**config.mk**
```make
export PLATFORM = sky130hd
export DESIGN_NAME = eda_ctrl
export DESIGN_NICKNAME = d
export VERILOG_FILES = /design/src/core/eda_store.v /design/src/core/eda_ctrl.v
export VERILOG_INCLUDE_DIRS = /design/src /design/src/core
export SDC_FILE = /design/constraint.sdc
export NUM_CORES = 1
export LEC_CHECK = 0
export BUFFER_PORTS_ARGS = -buffer_cell sky130_fd_sc_hd__buf_2
export CAP_MARGIN = 20
export CORE_AREA = 2 2 322 324
export DETAILED_ROUTE_END_ITERATION = 10
export DIE_AREA = 0 0 324 326
export PLACE_DENSITY = 0.63
export SYNTH_ARGS = -nofsm -noshare
export SYNTH_HDL_FRONTEND = slang
export SYNTH_HIERARCHICAL = 1
export SYNTH_SLANG_ARGS = --single-unit
```
**constraint.sdc**
```tcl
create_clock -name clk -period 2.46 [get_ports clk]
set_input_delay 0.246 -clock clk [delete_from_list [all_inputs] [get_ports clk]]
set_output_delay 0.246 -clock clk [all_outputs]
set_load 0.01 [all_outputs]
```
**src/core/eda_map.vh**
```
// Behaviour
// - Hold 128 bytes of nonvolatile data, each byte readable and writable.
// - Only even addresses hold data; software steps addresses by two.
// - External write to EE00h..EEFEh starts a write of the accumulator byte.
// - Byte write stalls CPU about 2 ms at 3 V, 1 ms at 5 V; the code counts a fixed 1 ms at any supply.
// - Peripherals keep running during the stall; only instruction execution waits.
// - One write time-out is shared by data writes and flash writes.
// - External read of EE00h..EEFEh returns the stored byte in about 300 ns.
// - Key 47h sets flash enable, E2h sets data enable, else clears both.
// - Key register bit 5 shows data write enable; writes accepted only then.
// - Select 00 off; 01,10,11 wait 1.5,5.8,11.7 ms, then flag and abandon.
`ifndef EDA_MAP_VH
`define EDA_MAP_VH
`define EDA_SFR_KEY 8'hC9
`define EDA_SFR_MISC 8'hF7
`define EDA_KEY_FLASH 8'h47
`define EDA_KEY_DATA 8'hE2
`define EDA_BIT_FLASH_WE 7
`define EDA_BIT_TIMEOUT 6
`define EDA_BIT_DATA_WE 5
`define EDA_TSEL_LSB 1
`define EDA_MISC_RESET 8'h06
`define EDA_WIN_HI 8'hEE
`define EDA_CLK_KHZ 40000
// Times in microseconds / nanoseconds
`define EDA_WRITE_US 1000
`define EDA_READ_NS 300
`define EDA_TO1_US 1500
`define EDA_TO2_US 5800
`define EDA_TO3_US 11700
`define EDA_READ_CYC ((`EDA_READ_NS * `EDA_CLK_KHZ + 999999) / 1000000)
`endif

```
**src/core/eda_store.v**
```verilog
`timescale 1ns/1ps
// Byte array of the nonvolatile data space
module eda_store #(
   parameter DEPTH = 128,
   parameter AW = 7
) (
   input wire clk, // System clock
   input wire we, // Commit write
   input wire [AW-1:0] addr, // Byte index
   input wire [7:0] wdata, // Write byte
   output reg [7:0] rdata // Registered read byte
);
   reg [7:0] mem [0:DEPTH-1];

   // Synchronous array port
   always @(posedge clk)
   begin
      if (we)
         mem[addr] <= wdata;
      rdata <= mem[addr];
   end
endmodule // eda_store

```
**src/core/eda_ctrl.v**
```verilog
`timescale 1ns/1ps
`include "eda_map.vh"
// Nonvolatile data access controller on the CPU external data bus
// Write time is a fixed count; a cell done pulse may end it sooner
module eda_ctrl #(
   parameter WRITE_CYC = `EDA_WRITE_US * (`EDA_CLK_KHZ / 1000),
   parameter TO1_CYC = `EDA_TO1_US * (`EDA_CLK_KHZ / 1000),
   parameter TO2_CYC = `EDA_TO2_US * (`EDA_CLK_KHZ / 1000),
   parameter TO3_CYC = `EDA_TO3_US * (`EDA_CLK_KHZ / 1000)
) (
   input wire clk, // 40 MHz system clock
   input wire rst, // Synchronous reset, high
   input wire [15:0] xaddr, // External data address
   input wire [7:0] xwdata, // Accumulator byte
   input wire xwr, // External write strobe, one cycle
   input wire xrd, // External read strobe, one cycle
   input wire [7:0] sfr_addr, // SFR address
   input wire [7:0] sfr_wdata, // SFR write data
   input wire sfr_wr, // SFR write strobe
   input wire flash_busy, // Flash write in progress
   input wire nv_busy_done, // Cell reports write complete
   output reg [7:0] xrdata_r, // Read byte
   output reg xrdata_valid_r, // Read data valid pulse
   output reg cpu_wait_r, // Stall instruction execution
   output reg [7:0] sfr_rdata_r, // SFR read data
   output reg flash_abort_r, // Abandon flash write pulse
   output reg flash_write_enable_r, // Flash write enable flag
   output reg nv_data_write_enable_r, // Data write enable flag
   output reg write_timeout_flag_r // Time-out flag
);
   localparam ST_IDLE = 2'd0;
   localparam ST_WRITE = 2'd1;
   localparam ST_READ = 2'd2;
   // Read time rounded up to whole clocks
   localparam RD_CYC_INT = `EDA_READ_CYC;
   localparam [23:0] RD_CYC = RD_CYC_INT[23:0];

   reg [1:0] state_r;
   reg [1:0] state_nxt;
   reg [7:0] misc_control_r;
   reg [23:0] cnt_r;
   reg [23:0] to_cnt_r;
   reg [6:0] addr_r;
   reg [7:0] data_r;
   reg commit_r;
   wire [7:0] rdata;
   wire [1:0] write_timeout_select;
   wire in_win;
   wire wr_ok;
   wire wr_busy;
   wire to_hit;
   wire [23:0] to_lim;
   wire rd_ok;
   wire key_wr;
   wire misc_wr;
   reg [7:0] key_status;

   // Time-out limit per select code
   // Code 00 falls to the long limit here but is gated off in to_hit
   function [23:0] to_limit;
      input [1:0] sel;
      begin
         case (sel)
            2'b01: to_limit = TO1_CYC[23:0];
            2'b10: to_limit = TO2_CYC[23:0];
            default: to_limit = TO3_CYC[23:0];
         endcase
      end
   endfunction

   assign write_timeout_select = misc_control_r[`EDA_TSEL_LSB+1:`EDA_TSEL_LSB];
   assign in_win = (xaddr[15:8] == `EDA_WIN_HI);
   // Odd reads alias the even byte below; they hold no data of their own
   assign rd_ok = xrd && in_win;
   assign key_wr = sfr_wr && (sfr_addr == `EDA_SFR_KEY);
   assign misc_wr = sfr_wr && (sfr_addr == `EDA_SFR_MISC);
   // Odd address or disabled write is dropped
   assign wr_ok = xwr && in_win && !xaddr[0] && nv_data_write_enable_r;
   assign wr_busy = (state_r == ST_WRITE) || flash_busy;
   // Time-out counts only while some write is in flight
   assign to_lim = to_limit(write_timeout_select);
   assign to_hit = wr_busy && (write_timeout_select != 2'b00) && (to_cnt_r >= to_lim);

   // Array sees only the latched index, so the CPU may move its pointer
   // once a request is taken; the read timer hides the array's own cycle
   eda_store #(
      .DEPTH(128),
      .AW(7)
   ) u_store (
      .clk(clk),
      .we(commit_r),
      .addr(addr_r),
      .wdata(data_r),
      .rdata(rdata)
   );

   // Next state
   always @*
   begin
      state_nxt = state_r;
      case (state_r)
         ST_IDLE:
         begin
            if (wr_ok)
               state_nxt = ST_WRITE;
            else if (rd_ok)
               state_nxt = ST_READ;
         end
         ST_WRITE:
         begin
            // Time-out, cell completion or our own write time, whichever first
            if (to_hit || nv_busy_done || cnt_r >= WRITE_CYC[23:0] - 24'h000001)
               state_nxt = ST_IDLE;
         end
         ST_READ:
         begin
            // Pads the read out to its rated time
            if (cnt_r >= RD_CYC - 24'h000001)
               state_nxt = ST_IDLE;
         end
         default: state_nxt = ST_IDLE;
      endcase
   end

   // Sequencer; only the CPU waits, peripherals see no change
   always @(posedge clk)
   begin
      if (rst)
      begin
         state_r <= ST_IDLE;
         cnt_r <= 24'h000000;
         addr_r <= 7'h00;
         data_r <= 8'h00;
         commit_r <= 1'b0;
         cpu_wait_r <= 1'b0;
         xrdata_r <= 8'h00;
         xrdata_valid_r <= 1'b0;
      end
      else
      begin
         state_r <= state_nxt;
         commit_r <= 1'b0;
         xrdata_valid_r <= 1'b0;
         cnt_r <= (state_nxt == state_r) ? cnt_r + 24'h000001 : 24'h000000;
         // Latch the request; byte index drops the pointer's low bit
         if (state_r == ST_IDLE && (wr_ok || rd_ok))
         begin
            addr_r <= xaddr[7:1];
            data_r <= xwdata;
         end
         // Commit at successful end; an abandoned write leaves data untouched
         if (state_r == ST_WRITE && state_nxt == ST_IDLE && !to_hit)
            commit_r <= 1'b1;
         // Stall follows the state, so the CPU resumes right after the write
         cpu_wait_r <= (state_nxt == ST_WRITE);
         if (state_r == ST_READ && state_nxt == ST_IDLE)
         begin
            xrdata_r <= rdata;
            xrdata_valid_r <= 1'b1;
         end
      end
   end

   // Shared time-out counter for both write paths
   // Trade-off: one counter, so both paths obey the same select code
   always @(posedge clk)
   begin
      if (rst || !wr_busy || to_hit)
         to_cnt_r <= 24'h000000;
      else
         to_cnt_r <= to_cnt_r + 24'h000001;
   end

   // Key and control registers
   always @(posedge clk)
   begin
      if (rst)
      begin
         flash_write_enable_r <= 1'b0;
         nv_data_write_enable_r <= 1'b0;
         write_timeout_flag_r <= 1'b0;
         misc_control_r <= `EDA_MISC_RESET;
         flash_abort_r <= 1'b0;
      end
      else
      begin
         flash_abort_r <= to_hit && flash_busy;
         if (misc_wr)
            misc_control_r <= sfr_wdata;
         // Any value but the two keys closes both paths
         if (key_wr)
         begin
            flash_write_enable_r <= (sfr_wdata == `EDA_KEY_FLASH);
            nv_data_write_enable_r <= (sfr_wdata == `EDA_KEY_DATA);
         end
         // Set wins over a same-cycle clear; cleared once both enables drop
         if (to_hit)
            write_timeout_flag_r <= 1'b1;
         else if (!flash_write_enable_r && !nv_data_write_enable_r)
            write_timeout_flag_r <= 1'b0;
      end
   end

   // Key register status image; unused low bits read as zero
   always @*
   begin
      key_status = 8'h00;
      key_status[`EDA_BIT_FLASH_WE] = flash_write_enable_r;
      key_status[`EDA_BIT_TIMEOUT] = write_timeout_flag_r;
      key_status[`EDA_BIT_DATA_WE] = nv_data_write_enable_r;
   end

   // SFR read-back, one cycle behind the address
   always @(posedge clk)
   begin
      if (rst)
         sfr_rdata_r <= 8'h00;
      else if (sfr_addr == `EDA_SFR_KEY)
         sfr_rdata_r <= key_status;
      else if (sfr_addr == `EDA_SFR_MISC)
         sfr_rdata_r <= misc_control_r;
      else
         sfr_rdata_r <= 8'h00;
   end
endmodule // eda_ctrl

```
## After elaboration in Yosys (flattened, before gate mapping)

Memory sizes are Yosys's and may differ from the RTL's. A register that Yosys moved wholly into a read port is not among the register bits.
Cells that the tools add are included.

| word-level totals | value |
|---|---|
| register bits after elaboration | 96 |
| memory bits (writable) | 1024 |
| output and inout port bits | 22 |
| word-level logic and storage cells | 80 |
| memories kept | 1 |

Memories:

| memory | depth | bits a word | read ports | clocked after memory_dff | wr ports | RTL line | text |
|---|---|---|---|---|---|---|---|
| u_store.mem | 128 | 8 | 1 | 1 | 1 | eda_store.v:13 | `reg [7:0] mem [0:DEPTH-1];` |

| operators by class | value |
|---|---|
| add/subtract/negate cells | 2 |
| $lt $le $gt $ge | 3 |
| eq/ne operators | 11 |
| multiplexer cells | 14 |
| bitwise operators | 2 |
| reduce and logical (&&, ||, !) cells | 31 |

Operators with widths:

| operator | count |
|---|---|
| $add 24x1->24 const B | 2 |
| $pmux 19 s2 | 1 |
| $eq 8x8->1 const B | 4 |
| $ge 24x16->1 const B | 1 |
| $ge 24x24->1 | 1 |
| $ge 24x4->1 const B | 1 |
| $mux 8 | 2 |
| $logic_and 1x1->1 | 14 |
| $eq 8x7->1 const B | 1 |
| $mux 2 | 4 |
| $eq 2x1->1 const B | 3 |
| $logic_or 1x1->1 | 6 |
| $mux 1 | 6 |
| $pmux 2 s3 | 1 |
| $logic_not 1->1 | 5 |
| $eq 2x2->1 const B | 2 |
| $logic_not 2->1 | 2 |
| $reduce_bool 2->1 | 2 |
| $reduce_or 3->1 | 1 |
| $eq 2x2->1 | 1 |
| $not 1->1 | 2 |
| $reduce_or 2->1 | 1 |

## Longest topological paths before layout

| logic depth | value |
|---|---|
| word-level depth | 12 |
| gate-level depth with buffers | 11 |

## Modules after synthesis

Netlist, hierarchy kept.

Modules (own cells, without submodules):

| module | instances | cells an instance | area each (µm²) | seq. area each (µm²) |
|---|---|---|---|---|
| eda_store | 1 | 2475 | 40433.8 | 30909.6 |
| eda_ctrl | 1 | 466 | 4269.1 | 1921.8 |

## Worst setup path before layout

No wires, ideal clock.

| timing path | value |
|---|---|
| kind | register to register |
| start | register addr_r[2] |
| end | memory u_store.mem[72][0] (enable) |
| setup time | 0.395 ns |
| arrival time | 2.216 ns |
| data required time | 2.065 ns |
| path slack | -0.150 ns |
| cell stages (with the launch flop) | 9 |
| buffers on the path | 7 |
| clock period less this slack | 2.610 ns |
| path through | dfxtp_1 > buf_6 > buf_6 > buf_6 > buf_6 > buf_2 > buf_2 > buf_2 > nor4_1 |

RTL lines:

| what | RTL line | text |
|---|---|---|
| start: declaration | eda_ctrl.v:43 | `reg [6:0] addr_r;` |
| start signal: assignment | eda_ctrl.v:148 | `addr_r <= xaddr[7:1];` |
| end: declaration | eda_store.v:13 |  |

No word-level cell before the write port.

## Worst setup path after layout

| timing path | value |
|---|---|
| start | register addr_r[3] |
| end | memory u_store.mem[110][6] (enable) |

No word-level cell before the write port.

==> metrics list <==
* Outcome: complete, but fails checks
- Violated checks: setup timing
* Global-route wire length before repair: ~200000 µm
- The longest clock path from root to sink contains 3 buffers.
- TritonCTS built the clock tree.
- Summed over all nets, the half-perimeter wirelength after detailed placement is 86600 µm.
* Internal power consumption: 0.0304 W
- Mapped Nets: roughly 3000
- The die is between 300 and 400 µm wide.
* Combinational group share of total power: less than 1%
- Remaining DRCs: 0
- Hold wc startpoint: xaddr[0]
- The routed layout has 30200 vias.
- Along the worst hold path, the cell count comes to 4.
- For this design, the slowest cell found on the critical path is dfxtp_2.
- Setup violations remaining at the end of the flow were counted as 13.
- In the final design database the tool counted 3504 nets.
- Crit path top cell by count: buf_4
- Static timing analysis puts the maximum clock frequency at roughly 400 MHz.
- Inst Count DP: roughly 4600
- The number of hold violations in the final report was 0.
- Synth-to-Final Area Change: 23.2%
* Clock share of power: between 40 and 50%
- After synthesis, the share of flip-flops with an asynchronous set or reset is 0%.
* Post-placement cell area: around 50000 µm²
* Smallest setup slack after layout: -0.0498 ns
- Most frequent standard cell in the layout excluding fill and tap cells: edfxtp_1
- During I/O placement, the number of pins put on the boundary was 69.
* Number of nets with antenna violations after routing: 0
* Initial antenna violation count: 1
- Clock transition at the registers of the reported paths: roughly 0.06 ns
* Critical Path Source Type: flip-flop
* Data required time at the worst endpoint: 2.85 ns
- In this run the clock root is driven by a clkbuf_16.
* Gate Count Post-Synth: roughly 3000
- Area of all placed cells without fillers: between 50000 and 60000 µm²
* Synth Flop Type: edfxtp_1
- The H-tree generated during clock tree synthesis spans 3 levels.
- Hold is met by 0.0276 ns.
- Final routed wirelength across all metal layers: between 100000 and 150000 µm
* Period utilization: 102%
* Largest clock skew in the final design: around 0.043 ns
* Sum of overflow across all layers after global routing: 0
- After filler insertion, the fill cell instance count of the layout stands at 8108.
- Worst path cell trace: buf_4 > nor2b_1 > buf_4 > nand2_1 > nor2_1 > buf_4
- After the first detailed-routing iteration, the DRC count stood at roughly 3600.
- Entering global routing, the biggest net connects 130 pins.
* Clock buffers created by TritonCTS: between 100 and 150
- Post-synthesis sequential area ratio: 73.4%
* Final RePlAce weighted congestion: about 0.91
- Vias per Instance: approximately 6.1
* Final core utilization: between 50% and 60%
- FF-to-FF Start: addr_r[3]
- Worst IR drop on VDD: ~660 µV
- Summed over all cells, the static leakage comes to ~19 nW.
- Synthesis inferred roughly 1100 register bits.
- Worst Hold Endpoint: cpu_wait_r
- The total area inside the core boundary comes to 103000 µm².
- In this run the worst path has a maximum fanout of 9.
* Count of input and output buffers: between 60 and 70
* Worst-case register-to-register setup slack: -0.05 ns
- Synth Warn #: 6
- In the layout the commonest cells are edfxtp_1 (1024), buf_4 (409), nor2_1 (328).
- Setup TNS: -0.515 ns
- Per-cell routed wire length: around 28 µm
- Start-to-end type of the worst setup path: reg2reg
- The analysis attributes to net switching a power of around 0.0074 W.
- Rows: between 100 and 150
* Final-report max-slew violation count: 0
- At the later pin of the worst-skew pair, clock insertion delay measures about 0.7 ns.
- Reg2reg end: u_store/mem[110][6]
- At the worst endpoint, the arrival time is 2.90 ns.
- Worst reg-to-reg path cell count: 6
- The synthesized netlist contains 87 unique library cells.
- Net switching is 19.6% of the power.
- Dividing total power by cell area gives a power density of around 700 nW/µm².
- Proportion of power drawn by flip-flops and latches: between 50% and 60%
- For this design, the sink count on the clock tree is approximately 1100.
- Post-synth EDFFs: a little over 1000
- For the pin with the worst max-slew slack, the measured transition is around 0.84 ns.
* Summed instance area of the synthesized netlist: between 40000 and 50000 µm²
- Of the cells placed in the final design, the portion with a size suffix greater than 1 is a little over a quarter.
- Max-capacitance violation count: 0
- Via count of the first global-routing pass: just under 30000
- The tightest min-delay check is of the in2reg type.
* Unrepaired setup endpoints after global routing: true
- The pre-antenna-repair detailed-routing pass consisted of 5 iterations.
- Max transition margin: between 40% and 50%
- Largest stage delay on the critical path: around 0.48 ns
- The worst setup path is captured at a flip-flop.
- For the finished layout, the period the worst path requires is 2.51 ns.
- Total Die Area: around 110000 µm²
- Initial Utilization: between 40 and 50%
- For this run, the total global-route usage over all layers was measured as 25.5%.
- Non-Filler Instances: approximately 4900
* Synthesized area divided by synthesized cell count: 15.2 µm²
- Die height: about 330 µm
layout make-up:
class / count / area, µm² / share of cell area [%]
clock inverters: 73 / 661 / 1.20
diodes: 2 / 5.00 / 0.00909
inverters: 18 / 70.1 / 0.127
clock buffers: 141 / 3020 / 5.48
repair buffers: 594 / 5370 / 9.75
flip-flops and latches: 1128 / 32900 / 59.7
well taps: 1380 / 1730 / 3.14
multi-input cells: 1587 / 11300 / 20.6
Yosys cell counts, types with 21 or more instances:
master	count	area share [%]
buf_2	83	0.93
a221oi_1	220	4.3
nand2_1	128	1.1
xor2_1	23	0.45
nor2_1	337	2.8
edfxtp_1	1024	69
mux2i_1	92	2.1
nor3_1	21	0.24
o21ai_0	83	0.93
nand3_1	44	0.49
clkbuf_1	82	0.69
a22oi_1	74	1.2
o22ai_1	24	0.34
xnor2_1	21	0.41
mux2_2	60	1.5
buf_6	26	0.65
a21oi_1	132	1.5
a22o_1	44	0.86
dfxtp_1	104	4.7
worst max-delay path by stage:
stage               from             endpoint  slack, ns  depth (start not counted)
2_1_floorplan  addr_r[2]   u_store/mem[72][0]      -0.15                          8
3_3_place_gp   addr_r[1]     u_store/rdata[0]      -0.47                          8
3_5_place_dp   addr_r[2]     u_store/rdata[0]      -0.47                          8
4_1_cts        addr_r[6]   u_store/mem[74][1]      -0.01                          5
5_1_grt        addr_r[2]     u_store/rdata[1]      -0.07                         12
6_report       addr_r[3]  u_store/mem[110][6]      -0.05                          6
routing by layer:
metal | vias to the layer above | GRT usage [%] | wire length, µm
met1 | 15200 | 35.0 | 53000
met2 | 1914 | 41.0 | 64800
li1 | 12700 | - | -
met3 | 342 | 4.61 | 14700
met4 | 0 | 9.02 | 5340
met5 | - | 0 | 0
logic make-up after synthesis:
group,share of synthesized area [%]
AND/OR/NAND/NOR,6.47
XOR/XNOR,0.862
flip-flops,73.4
buffers and inverters,2.67
AO/OA/AOI/OAI,11.9
adder cells (fa/ha/maj),0.420
multiplexers,4.26
critical path, delay by kind of cell, from the launching register on:
family | cells | cell delay, ns
buffers and inverters | 3 | 0.76
AND/OR/NAND/NOR | 3 | 0.97
flip-flops | 1 | 0.48
per-stage QoR:
step	worst slack (ns)	total power, W
floorplan	-0.150	0.0211
global placement	-0.466	0.0212
detailed placement	-0.470	0.0212
CTS	-0.0103	0.0380
global route	-0.0750	0.0387
finish	-0.0498	0.0378
registers in the layout, indices dropped and copies added (netlist names):
register,cells
commit_r,1
to_cnt_r,24
u_store/mem,1024
cnt_r,24
xrdata_r,8
sfr_rdata_r,8
nv_data_write_enable_r,1
misc_control_r,8
u_store/rdata,8
flash_abort_r,1
addr_r,7
cpu_wait_r,1
state_r,2
write_timeout_flag_r,1
data_r,8
xrdata_valid_r,1
flash_write_enable_r,1
timing repair:
action,4_1_cts,5_1_grt
buffers inserted,7,6
endpoints found under the setup margin,107,119
pin swaps,7,18
cloned,7,4
hold buffers,44,0
resized for setup,61,82
hold endpoints to repair,34,0
power groups by stage:
stage          sequential [W]  combinational, W  clock (W)
3_5_place_dp           0.0210          0.000158          0
2_1_floorplan          0.0210         0.0000734          0
4_1_cts                0.0206          0.000202     0.0172
6_report               0.0206          0.000218     0.0170
5_1_grt                0.0206          0.000234     0.0179
3_3_place_gp           0.0210          0.000153          0
(Power assumes the default switching activity.)
